**config.mk**
```make
export PLATFORM = sky130hd
export DESIGN_NAME = odc_device_flat
export DESIGN_NICKNAME = d
export VERILOG_FILES = /design/src/odc_pkg.sv /design/src/odc_if.sv /design/src/odc_device.sv /design/src/flat_wrapper.sv
export SDC_FILE = /design/constraint.sdc
export NUM_CORES = 1
export LEC_CHECK = 0
export ABC_AREA = 1
export BUFFER_PORTS_ARGS = -buffer_cell sky130_fd_sc_hd__buf_2
export CAP_MARGIN = 0
export CELL_PAD_IN_SITES_DETAIL_PLACEMENT = 1
export CELL_PAD_IN_SITES_GLOBAL_PLACEMENT = 1
export CORE_MARGIN = 3
export CORE_UTILIZATION = 35
export CTS_CLUSTER_DIAMETER = 100
export CTS_CLUSTER_SIZE = 40
export DETAILED_ROUTE_END_ITERATION = 12
export PLACE_DENSITY = 0.61
export SETUP_SLACK_MARGIN = 0.3
export SLEW_MARGIN = 0
export SYNTH_ARGS = -nofsm -noshare
export SYNTH_HDL_FRONTEND = slang
export SYNTH_SLANG_ARGS = --single-unit
```
**constraint.sdc**
```tcl
create_clock -name ref_clk -period 4 [get_ports ref_clk]
set_clock_uncertainty 0.15 [all_clocks]
set_input_delay 0.4 -clock ref_clk [delete_from_list [all_inputs] [get_ports ref_clk]]
set_output_delay 0.4 -clock ref_clk [all_outputs]
set_load 0.03 [all_outputs]
```
**src/odc_pkg.sv**
```systemverilog
// package: shared constants for the octal converter serial command port
package odc_pkg;
	// ****************************************
	// word layout
	// ****************************************
	localparam int WORD_BITS = 16;
	localparam int CODE_BITS = 12;
	localparam int CMD_BITS = 4;
	localparam int CHANNELS = 8;
	localparam int CNT_BITS = 5;
	localparam int SEL_LSB = 4;
	// ****************************************
	// command codes
	// ****************************************
	localparam logic [3:0] CMD_NOP = 4'h0;
	localparam logic [3:0] CMD_RESET = 4'h1;
	localparam logic [3:0] CMD_LOAD_FIRST = 4'h2;
	localparam logic [3:0] CMD_LOAD_LAST = 4'h9;
	localparam logic [3:0] CMD_THRU_LOW = 4'ha;
	localparam logic [3:0] CMD_THRU_HIGH = 4'hb;
	localparam logic [3:0] CMD_THRU_ALL = 4'hc;
	localparam logic [3:0] CMD_LOAD_ALL = 4'hd;
	localparam logic [3:0] CMD_TRANSFER = 4'he;
	localparam logic [3:0] CMD_POWER = 4'hf;
	// ****************************************
	// power states, encoded as the low data bits 3:2
	// ****************************************
	localparam logic [1:0] PWR_UP = 2'h3;
	localparam logic [1:0] PWR_HIZ = 2'h1;
	localparam logic [1:0] PWR_PD_1K = 2'h2;
	localparam logic [1:0] PWR_PD_100K = 2'h0;
	localparam logic [11:0] CODE_RESET = 12'h000;
	// ****************************************
	// timing
	// ****************************************
	localparam int CLK_MHZ = 100;
	localparam int CS_HIGH_NS = 20;
	localparam int CS_HIGH_CYC = (CS_HIGH_NS * CLK_MHZ + 999) / 1000;
	localparam int SCLK_MAX_KHZ = 15000;
	// half period of the generated serial clock; 4 gives 12.5 MHz, under the limit
	localparam int SCLK_HALF_CYC = (CLK_MHZ * 1000 + 2 * SCLK_MAX_KHZ - 1) / (2 * SCLK_MAX_KHZ);
	localparam int SETUP_CYC = 2;
endpackage
```
**src/odc_if.sv**
```systemverilog
// interface: serial command link between host and converter
`timescale 1ns/100ps
interface odc_if;
	logic sclk;
	logic din;
	logic cs_n;
	logic load_strobe_n;
	logic async_clear_n;
	logic dout;
	modport host (output sclk, output din, output cs_n, output load_strobe_n, output async_clear_n, input dout);
	modport device (input sclk, input din, input cs_n, input load_strobe_n, input async_clear_n, output dout);
endinterface

```
**src/odc_device.sv**
```systemverilog
// converter end: serial shift, command decode, channel registers
`timescale 1ns/100ps
module odc_device #(
	parameter int CHANNELS = 8
) (
	// clock and reset
	input wire logic ref_clk,
	input wire logic rst,
	// serial link
	odc_if.device link,
	// channel side
	output logic [CHANNELS*12-1:0] out_code,
	output logic [CHANNELS*2-1:0] power_state,
	output logic [CHANNELS-1:0] active
);
	// ****************************************
	// pin synchronisers
	// ****************************************
	logic [1:0] sclk_s, din_s, cs_s, ld_s, clr_s;
	logic sclk_d;
	always_ff @(posedge ref_clk) begin
		if (rst) begin
			sclk_s <= 2'h3;
			din_s <= 2'h0;
			cs_s <= 2'h3;
			ld_s <= 2'h3;
			clr_s <= 2'h3;
			sclk_d <= 1'b1;
		end else begin
			sclk_s <= {sclk_s[0], link.sclk};
			din_s <= {din_s[0], link.din};
			cs_s <= {cs_s[0], link.cs_n};
			ld_s <= {ld_s[0], link.load_strobe_n};
			clr_s <= {clr_s[0], link.async_clear_n};
			sclk_d <= sclk_s[1];
		end
	end
	logic cs_d;
	always_ff @(posedge ref_clk) begin
		if (rst)
			cs_d <= 1'b1;
		else
			cs_d <= cs_s[1];
	end
	// clear and strobe are sampled, so they act within a few ref_clk cycles, not instantly
	wire clear_on = ~clr_s[1];
	wire fall = sclk_d & ~sclk_s[1];
	wire cs_rise = ~cs_d & cs_s[1];
	// ****************************************
	// shift register and bit count
	// ****************************************
	logic [15:0] shift_reg;
	logic [4:0] count_reg;
	logic dout_reg;
	always_ff @(posedge ref_clk) begin
		if (rst || clear_on) begin
			count_reg <= 5'h00;
			shift_reg <= 16'h0000;
		end else if (cs_s[1]) begin
			count_reg <= 5'h00;
		end else if (fall) begin
			shift_reg <= {shift_reg[14:0], din_s[1]};
			if (count_reg != 5'(odc_pkg::WORD_BITS))
				count_reg <= count_reg + 5'h01;
		end
	end
	// daisy chain: the bit shifted out of the top
	always_ff @(posedge ref_clk) begin
		if (rst || clear_on)
			dout_reg <= 1'b0;
		else if (!cs_s[1] && fall)
			dout_reg <= shift_reg[15];
	end
	assign link.dout = dout_reg;
	// ****************************************
	// channel registers and command decode
	// ****************************************
	logic [11:0] in_reg [CHANNELS];
	logic [11:0] out_reg [CHANNELS];
	logic [1:0] pwr_reg [CHANNELS];
	wire [3:0] cmd = shift_reg[15:12];
	wire [11:0] code_field = shift_reg[11:0];
	wire exec = cs_rise && count_reg == 5'(odc_pkg::WORD_BITS);
	function automatic logic sel(input logic [11:0] f, input int ch);
		sel = f[odc_pkg::SEL_LSB + ch];
	endfunction
	always_ff @(posedge ref_clk) begin
		for (int i = 0; i < CHANNELS; i++) begin
			if (rst || clear_on) begin
				in_reg[i] <= odc_pkg::CODE_RESET;
				out_reg[i] <= odc_pkg::CODE_RESET;
				pwr_reg[i] <= odc_pkg::PWR_PD_100K;
			end else begin
				if (exec) begin
					case (cmd)
						odc_pkg::CMD_RESET: begin
							in_reg[i] <= odc_pkg::CODE_RESET;
							out_reg[i] <= odc_pkg::CODE_RESET;
							pwr_reg[i] <= odc_pkg::PWR_PD_100K;
						end
						odc_pkg::CMD_THRU_LOW: begin
							if (i < 4) begin
								in_reg[i] <= code_field;
								out_reg[i] <= code_field;
							end
						end
						odc_pkg::CMD_THRU_HIGH: begin
							if (i >= 4) begin
								in_reg[i] <= code_field;
								out_reg[i] <= code_field;
							end
						end
						odc_pkg::CMD_THRU_ALL: begin
							in_reg[i] <= code_field;
							out_reg[i] <= code_field;
						end
						odc_pkg::CMD_LOAD_ALL: begin
							in_reg[i] <= code_field;
						end
						odc_pkg::CMD_TRANSFER: begin
							if (sel(code_field, i))
								out_reg[i] <= in_reg[i];
						end
						odc_pkg::CMD_POWER: begin
							if (sel(code_field, i))
								pwr_reg[i] <= code_field[3:2];
						end
						odc_pkg::CMD_NOP: begin
						end
						default: begin
							if (cmd >= odc_pkg::CMD_LOAD_FIRST && cmd <= odc_pkg::CMD_LOAD_LAST
								&& int'(cmd - odc_pkg::CMD_LOAD_FIRST) == i)
								in_reg[i] <= code_field;
						end
					endcase
				end else if (!ld_s[1]) begin
					out_reg[i] <= in_reg[i];
				end
			end
		end
	end
	// ****************************************
	// channel outputs, code in straight binary
	// ****************************************
	always_ff @(posedge ref_clk) begin
		for (int i = 0; i < CHANNELS; i++) begin
			out_code[i*12 +: 12] <= out_reg[i];
			power_state[i*2 +: 2] <= pwr_reg[i];
			active[i] <= pwr_reg[i] == odc_pkg::PWR_UP;
		end
	end
endmodule

```
**src/flat_wrapper.sv**
```systemverilog
// flat-port wrapper written by rule: the top's interface ports become plain ports
module odc_device_flat 
#(
	parameter int CHANNELS = 8
)
  (ref_clk, rst, out_code, power_state, active, link_sclk, link_din, link_cs_n, link_load_strobe_n, link_async_clear_n, link_dout);
  odc_if link_i ();
  input wire logic ref_clk;
  input wire logic rst;
  output logic [CHANNELS*12-1:0] out_code;
  output logic [CHANNELS*2-1:0] power_state;
  output logic [CHANNELS-1:0] active;
  input wire logic [$bits(link_i.sclk)-1:0] link_sclk;
  input wire logic [$bits(link_i.din)-1:0] link_din;
  input wire logic [$bits(link_i.cs_n)-1:0] link_cs_n;
  input wire logic [$bits(link_i.load_strobe_n)-1:0] link_load_strobe_n;
  input wire logic [$bits(link_i.async_clear_n)-1:0] link_async_clear_n;
  output wire logic [$bits(link_i.dout)-1:0] link_dout;
  assign link_i.sclk = link_sclk;
  assign link_i.din = link_din;
  assign link_i.cs_n = link_cs_n;
  assign link_i.load_strobe_n = link_load_strobe_n;
  assign link_i.async_clear_n = link_async_clear_n;
  assign link_dout = link_i.dout;
  odc_device #(.CHANNELS(CHANNELS)) u_core (.ref_clk(ref_clk), .rst(rst), .link(link_i), .out_code(out_code), .power_state(power_state), .active(active));
endmodule
```
# Word level (Yosys, flattened, before mapping)
# Memory sizes are Yosys's and may differ from the RTL's. A register that Yosys moved wholly into a read port is not among the register bits.
# Cells that the tools add are included.
[totals]
reg_bits = 58
latchBits = 0
ramBits = 208
mem_bits_ro = 0
input_bits = 7
out_inout_bits = 121
word_cells = 398
memories = 3
[classes]
n_addsub = 2
mul = 0
div_mod_pow = 0
order_cmp = 2
eq_ne = 24
shifts = 0
muxes = 234
bitwise_logic = 102
reduce_logical = 19
[mem_list]
columns = ["name", "depth", "width", "rd", "rd_ports_with_merged_regs", "write_ports", "line_no", "text"]
rows = [
  ["u_core.in_reg", 8, 12, 8, 0, 8, "odc_device.sv:78", "logic [11:0] in_reg [CHANNELS];"],
  ["u_core.out_reg", 8, 12, 8, 8, 8, "odc_device.sv:79", "logic [11:0] out_reg [CHANNELS];"],
  ["u_core.pwr_reg", 8, 2, 8, 0, 8, "odc_device.sv:80", "logic [1:0] pwr_reg [CHANNELS];"],
]
[ops]
columns = ["operator", "count"]
rows = [
  ["two-way mux 12 bit", 80],
  ["two-way mux 1 bit", 138],
  ["== test 32 x 4 -> 1 bit (second input constant)", 4],
  ["OR 1 bit", 96],
  ["== test 32 x 3 -> 1 bit (second input constant)", 2],
  ["== test 32 x 2 -> 1 bit (second input constant)", 1],
  ["zero test 32 bit", 1],
  ["two-way mux 2 bit", 16],
  ["== test 4 bit (second input constant)", 6],
  ["== test 2 bit (second input constant)", 8],
  ["logical AND 1 bit", 11],
  ["OR reduction 8 bit", 1],
  ["adder 5 x 1 -> 5 bit (second input constant)", 1],
  ["== test 5 bit (second input constant)", 1],
  ["inequality test 5 bit (second input constant)", 1],
  ["subtractor 4 x 2 -> 5 bit (second input constant)", 1],
  ["== test 4 x 1 -> 1 bit (second input constant)", 1],
  ["greater-or-equal comparator 4 x 2 -> 1 bit (second input constant)", 1],
  ["less-or-equal comparator 4 bit (second input constant)", 1],
  ["zero test 4 bit", 1],
  ["NOT 1 bit", 4],
  ["AND reduction 2 bit", 2],
  ["AND 1 bit", 2],
  ["OR reduction 2 bit", 1],
  ["other kinds (2)", 2],
]

# Longest topological paths before layout
# Gate-level depths: netlist of the first run.
[logic_depth]
depth_word = 11
depth_mapped = 11
mapped_depth_nobuf = 10

# Least setup slack after synthesis of the first run
# Ideal clock, no wire load.
[synth_path]
path_type = "flip-flop to flip-flop"
from = "register u_core.shift_reg[13]"
to = "memory u_core.in_reg[4][0] (netlist: u_core.in_reg[1][0]), enable pin"
setup_time_ps = 361
arrival_ps = 1797
t_required_ps = 3489
slack_ps = 1693
path_stages_with_launch = 9
n_path_buf = 1
period_less_slack_ps = 2307
cell_sequence = "dfxtp_1 inv_2 ha_1 ha_1 inv_1 nor2_1 nand4_1 buf_2 nand3_1"
[synth_rtl]
columns = ["element", "line_no", "text"]
rows = [
  ["from (decl)", "odc_device.sv:52", "logic [15:0] shift_reg;"],
  ["from (signal assigned)", "odc_device.sv:62", "shift_reg <= {shift_reg[14:0], din_s[1]};"],
  ["to (decl)", "odc_device.sv:78", ""],
]

==> key figures, run 1 <==
Status
  • Result of the run: finished, final reports clean

Clock tree
  • Clock root cell: sky130_fd_sc_hd__clkbuf_16
  • Skew-Pair Late Insertion Delay: 0.54 ns
  • TritonCTS buffer count: 14
  • Clock tree from TritonCTS: yes
  • H-tree depth: 1
  • Clock sinks: 362
  • Number of gates given a new drive strength after cts: 0
  • Clock edge transition at the registers on the reported setup and hold paths: 0.15 ns
  • Max Root-Sink Buffers: 3
  • Post-CTS setup buffers: 0

Yosys
  • Number of nets in the synthesized netlist: 991
  • Synthesized area per cell: 12.2 µm²
  • Leading cell type by number of instances after synthesis: sky130_fd_sc_hd__nand2_1
  • Post-synth top area share: 0.521
  • Library cells used by synthesis: 23
  • Most common flop cell mapped by yosys: sky130_fd_sc_hd__edfxtp_1
  • Part of the Yosys area used for sequential elements: 0.778
  • Asr flop ratio synth: 0
  • Biggest area contributors in the synthesized netlist: sky130_fd_sc_hd__edfxtp_1, sky130_fd_sc_hd__dfxtp_1, sky130_fd_sc_hd__nand2_1
  • Warnings from Yosys: 0
  • Most used standard cells in the synthesized netlist: sky130_fd_sc_hd__nand2_1, sky130_fd_sc_hd__edfxtp_1, sky130_fd_sc_hd__dfxtp_1
  • Number of instances in the synthesized netlist: 980
  • Mapped cell area: 12000 µm²
  • Biggest area consumer among synthesized cells: sky130_fd_sc_hd__edfxtp_1
  • Number of enable flip-flop cells after synthesis: 208
  • Register bit total from synthesis: 362

Setup path
  • Critical path's slowest cell: sky130_fd_sc_hd__nand4_1
  • Maximum fanout encountered on the critical timing path: 13
  • Kind of critical path: reg -> reg
  • Cell-by-cell trace of the critical path: inv_1, ha_1, nand3_1, nor2_1, nand4_1, nand3_1
  • Required time at the endpoint of the critical path: about 4.0 ns
  • Worst Setup Start Kind: flop
  • Arrival time of the worst setup path: 3.32 ns
  • Kind of end point of the critical path: flop
  • FF-to-FF setup slack: 0.72 ns
  • CP max stage delay: roughly 0.73 ns
  • Dominant cell type by count on the critical path: sky130_fd_sc_hd__nand3_1

Detailed routing
  • Via Count: 7282
  • Average wire per standard cell: 18.8 µm
  • Number of detailed-routing iterations run before antenna repair: 4
  • Final antenna-violating net count: 0
  • Via density per instance: roughly 4.7
  • Final WL: between 20000 and 30000 µm
  • DRC violation count after routing: 0
  • Iter 0 DRT Violations: 509

Power
  • Leakage component of the power: 5.76 nW
  • Share of total power in sequential cells: 0.647
  • Worst VDD drop: 0.370 mV
  • Internal Power: slightly below 5 mW
  • Power per Cell Area: 472 nW/µm²
  • Share of total power in combinational logic: 0.052
  • Clock power share: 0.301
  • Power dissipated by switching net loads: between 1.5 and 2 mW
  • Switching portion of total power: 0.234

Placed design
  • Post-place instance area: 13100 µm²
  • Gp weighted congestion: 0.884
  • DP HPWL: ~20000 µm
  • Port-buffer cells: 127

Final layout
  • Post-route core utilization: 0.405
  • Number of fill cells: 3678
  • Layout cell share with drive strength beyond 1: 0.163
  • Post-Layout Inst Area: 13700 µm²
  • Area added between synthesis and finish: 13.8%
  • Number of nets in the finished design: around 1100
  • Diode insertion count for antenna repair: 0

Floorplanning
  • Die Span Y: roughly 190 µm
  • Width of the die: 191 µm
  • Total core area: 33700 µm²
  • Placement Rows: 67
  • Starting utilization of the core area: 0.356
  • Top-Level Pins: 128
  • Area of the die: roughly 37000 µm²

STA
  • Fin Hold WS: 0.173 ns
  • Final Critical Period: 3.28 ns
  • Unrepaired setup endpoints after global routing: no
  • Final Hold Vio Count: 0
  • Fin. max-slew vios: 0
  • Final total negative setup slack: 0 ns
  • Final setup violation count: 0
  • Fmax: 0.305 GHz
  • Worst Tran Pin Value: 0.956 ns
  • Share of the clock period used by the worst path: 0.821
  • Relative slew slack: 0.361

GRT
  • Number of global-route vias before repair: approximately 7500
  • Initial antenna violation count: 0
  • Aggregate global-route resource usage: 0.160
  • Overflow left after global routing: 0
  • Pin count of the biggest net entering global routing: 42
  • Wire length of the first global-routing pass: 44200 µm

Run
  • Max_cap viols: 0

Min path
  • Class of the tightest hold or removal check: reg -> reg
==> critical path, delay by kind of cell (launching register included) <==
kind	cells	cell delay, ns
buffers and inverters	1	0.09
DFF	1	0.34
and+or+nand+nor	4	2.17
adders and majority gates	1	0.18
==> through the flow <==
stage                     instances  setup WS (ns)  power (mW)
after floorplan                 980           1.69        4.46
after global placement         1535          0.840        4.58
final                          1566          0.718        6.44
after CTS                      1566          0.782        6.51
after detailed placement       1535          0.744        4.59
after global routing           1566          0.461        6.68
==> cells by family after synthesis <==
family	Yosys count	share of synthesized area
simple gates	441	0.148
flops	362	0.778
compound gates	92	0.0387
buf+inv	81	0.0318
fa+ha+maj	4	0.00417
==> routing by layer <==
metal | GRT usage | part of all wire | routed length, µm
met5 | 0 | 0 | 0
met4 | 0.0370 | 0.022 | 640
met3 | 0.0233 | 0.046 | 1350
met2 | 0.278 | 0.48 | 14200
met1 | 0.213 | 0.45 | 13200
==> power by group through the flow <==
stage	combinational, mW	sequential (mW)	clock (mW)
2_1_floorplan	0.0899	4.37	0
4_1_cts	0.336	4.17	2.00
3_5_place_dp	0.331	4.26	0
5_1_grt	0.356	4.19	2.13
3_3_place_gp	0.325	4.25	0
6_report	0.332	4.17	1.94
==> worst paths after layout <==
path / cells after the start / start / to
setup reg to reg: 6 / u_core.count_reg[1] / u_core.in_reg[0][18]
setup / recovery: 6 / u_core.count_reg[1] / u_core.in_reg[0][18]
hold / removal: 0 / u_core.out_reg[0][27] / out_code[27]
hold reg to reg: 0 / u_core.out_reg[0][27] / out_code[27]
==> what timing repair did <==
item                                    in CTS  in global routing
hold buffers                                 7                  0
endpoints found under the setup margin       0                  0
endpoints found under the hold margin        6                  0
==> cells in the final DEF (no fill, tap or decap), types with 2 or more instances in the layout <==
master,n
sky130_fd_sc_hd__or2_2,10
sky130_fd_sc_hd__clkinv_1,11
sky130_fd_sc_hd__edfxtp_1,208
sky130_fd_sc_hd__clkinv_8,2
sky130_fd_sc_hd__dfxtp_1,154
sky130_fd_sc_hd__nand3_1,24
sky130_fd_sc_hd__inv_1,33
sky130_fd_sc_hd__nand4_1,12
sky130_fd_sc_hd__nand2_1,283
sky130_fd_sc_hd__nor2_1,98
sky130_fd_sc_hd__dlygate4sd3_1,7
sky130_fd_sc_hd__ha_1,4
sky130_fd_sc_hd__inv_2,2
sky130_fd_sc_hd__buf_4,15
sky130_fd_sc_hd__nor2_2,4
sky130_fd_sc_hd__clkbuf_1,3
sky130_fd_sc_hd__a21oi_1,69
sky130_fd_sc_hd__nor3_1,7
sky130_fd_sc_hd__clkbuf_16,15
sky130_fd_sc_hd__buf_2,127
sky130_fd_sc_hd__o21ai_0,22
==> final cells by class <==
cell class / instances / area (µm²) / area share
sequential: 362 / 9330 / 0.683
clock inverter: 6 / 98.8 / 0.00724
clock buffer: 18 / 387 / 0.0283
multi-input combinational: 537 / 2290 / 0.168
timing repair buffer: 149 / 818 / 0.0599
inverter: 46 / 173 / 0.0126
tap: 448 / 561 / 0.0411
Note: power is estimated with default switching activity, not from simulation.
==> run 2, diff against run 1 <==
==> constraint.sdc (replaced) <==
create_clock -name ref_clk -period 3.22 [get_ports ref_clk]
set_clock_uncertainty 0.15 [all_clocks]
set_input_delay 0.322 -clock ref_clk [delete_from_list [all_inputs] [get_ports ref_clk]]
set_output_delay 0.322 -clock ref_clk [all_outputs]
set_load 0.03 [all_outputs]
==> run 2 against run 1 <==
Non-clock buffer count is 13 higher. Count of clock-buffer cells in the layout down 1. Worst hold slack improved by 0.031 ns. Sequential share of layout area shrank 0.76 points. Largest cell class unchanged.
==> key figures, run 2 (synthesized netlist as in run 1, its figures left out) <==
STA
  • Fmax: 0.358 GHz
  • Worst Tran Pin Value: 0.979 ns
  • Relative slew slack: 0.346
  • Final total negative setup slack: 0 ns
  • Fin Hold WS: around 0.20 ns
  • Unrepaired setup endpoints after global routing: yes
  • Final Hold Vio Count: 0
  • Fin. max-slew vios: 0
  • Share of the clock period used by the worst path: 0.866
  • Final Critical Period: ~2.8 ns
  • Final setup violation count: 0

Power
  • Share of total power in sequential cells: 0.642
  • Worst VDD drop: 0.349 mV
  • Leakage component of the power: 5.85 nW
  • Power Total: 8.07 mW
  • Power per Cell Area: 584 nW/µm²
  • Share of total power in combinational logic: 0.052
  • Internal Power: 6.24 mW
  • Clock power share: 0.306
  • Power dissipated by switching net loads: 1.82 mW
  • Switching portion of total power: 0.226

Clock tree
  • Skew-Pair Late Insertion Delay: around 0.53 ns
  • Clock sinks: 362
  • TritonCTS buffer count: 14
  • Clock edge transition at the registers on the reported setup and hold paths: about 0.13 ns
  • Clock tree from TritonCTS: yes
  • Post-CTS setup buffers: 0
  • Max Root-Sink Buffers: 3
  • H-tree depth: 1
  • Clock root cell: sky130_fd_sc_hd__clkbuf_16

Final layout
  • Number of fill cells: 3648
  • Post-route core utilization: 0.410
  • Number of nets in the finished design: around 1100
  • Post-Layout Inst Area: 13800 µm²
  • Most frequent cells in the layout: sky130_fd_sc_hd__nand2_1, sky130_fd_sc_hd__edfxtp_1, sky130_fd_sc_hd__dfxtp_1
  • Layout cell share with drive strength beyond 1: 0.175
  • Diode insertion count for antenna repair: 0
  • Area added between synthesis and finish: 15.1%
  • Most common library cell in the layout ignoring fill and taps: sky130_fd_sc_hd__nand2_1

Min path
  • Min-Delay Startpoint: u_core.out_reg[0][30]
  • Cell count of the worst hold path: 0
  • Class of the tightest hold or removal check: reg -> reg
  • End of the worst hold path: out_code[30]

Detailed routing
  • DRC violation count after routing: 0
  • Via Count: between 7000 and 8000
  • Average wire per standard cell: 18.5 µm
  • Via density per instance: 4.65
  • Iter 0 DRT Violations: 592
  • Number of detailed-routing iterations run before antenna repair: 5
  • Final WL: 29200 µm
  • Final antenna-violating net count: 0

Setup path
  • Dominant delay contributor by cell family on the critical path: simple AND/OR/NAND/NOR gates
  • Arrival time of the worst setup path: between 2 and 3 ns
  • Reg-to-Reg Start: u_core.count_reg[0]
  • Maximum fanout encountered on the critical timing path: 12
  • CP max stage delay: 0.56 ns
  • Path depth of the worst reg2reg path: 9
  • Required time at the endpoint of the critical path: 3.18 ns
  • FF-to-FF setup slack: 0.43 ns
  • Critical path buffer and inverter count: 2
  • Critical path's slowest cell: sky130_fd_sc_hd__nand3_1
  • Worst Setup Start Kind: flop
  • Kind of end point of the critical path: flop
  • Kind of critical path: reg -> reg
  • Cell-by-cell trace of the critical path: inv_1, ha_1, nand2_1, nor2_1, nand2_1, o21ai_0, buf_4, nor2_1, nand3_1
  • R2R Path End: u_core.out_reg[0][0]

Placed design
  • Post-place instance area: between 10000 and 15000 µm²
  • Port-buffer cells: 127
  • Gp weighted congestion: between 0.8 and 0.9
  • DP HPWL: between 15000 and 20000 µm

Floorplanning
  • Placement Rows: between 60 and 70
  • Area of the die: 36500 µm²
  • Starting utilization of the core area: 0.356
  • Die Span Y: 191 µm
  • Top-Level Pins: 128
  • Total core area: 33700 µm²
  • Width of the die: 191 µm

GRT
  • Number of global-route vias before repair: about 7500
  • Pin count of the biggest net entering global routing: 42
  • Wire length of the first global-routing pass: 44300 µm
  • Overflow left after global routing: 0
  • Initial antenna violation count: 0
  • Aggregate global-route resource usage: 0.160

Status
  • Result of the run: finished, final reports clean

Run
  • Max_cap viols: 0
==> run 2: layer usage <==
metal | wire length [µm] | global-route usage | vias up
met5 | 0 | 0 | -
met4 | 950 | 0.0514 | 0
met3 | 1340 | 0.0180 | 46
met2 | 13900 | 0.270 | 197
met1 | 13100 | 0.217 | 3562
li1 | - | - | 3533
==> run 2: worst max-delay path by stage <==
stage / startpoint / to / slack (ns) / cells past startpoint
floorplan: u_core.shift_reg[13] / u_core.in_reg[1][0] / 0.91 / 8
global placement: u_core.count_reg[0] / u_core.in_reg[0][6] / 0.12 / 8
detailed placement: u_core.count_reg[0] / u_core.in_reg[0][4] / 0.04 / 8
CTS: u_core.count_reg[0] / u_core.out_reg[1][4] / 0.26 / 9
global route: u_core.count_reg[0] / u_core.out_reg[0][20] / 0.19 / 9
finish: u_core.count_reg[0] / u_core.out_reg[0][0] / 0.43 / 9
==> run 2: repair_timing <==
action	CTS	global route
hold buffers	11	0
endpoints found under the setup margin	48	180
endpoints found under the hold margin	11	0
gates resized for setup	3	4
gates cloned	0	0
==> run 2: stage by stage <==
step / std cells / setup slack [ns]
after detailed placement: 1544 / 0.0398
after global placement: 1544 / 0.121
after floorplan: 980 / 0.913
after CTS: 1579 / 0.263
final: 1579 / 0.431
after global routing: 1579 / 0.190
==> run 2: power by group through the flow <==
stage / Sequential, mW / Combinational [mW] / Clock (mW)
after global routing: 5.20 / 0.454 / 2.71
after detailed placement: 5.29 / 0.417 / 0
after CTS: 5.18 / 0.428 / 2.56
final: 5.18 / 0.423 / 2.47
after global placement: 5.28 / 0.411 / 0
after floorplan: 5.43 / 0.112 / 0
==> run 2: area by class of cell <==
| type | instances | area [µm²] | share of cell area |
|---|---|---|---|
| Clock buffer | 17 | 404 | 0.0293 |
| Clock inverter | 7 | 100 | 0.00725 |
| Inverter | 46 | 173 | 0.0125 |
| Multi-Input combinational cell | 537 | 2310 | 0.168 |
| Sequential cell | 362 | 9330 | 0.676 |
| Tap cell | 448 | 561 | 0.0406 |
| Timing Repair Buffer | 162 | 926 | 0.0671 |
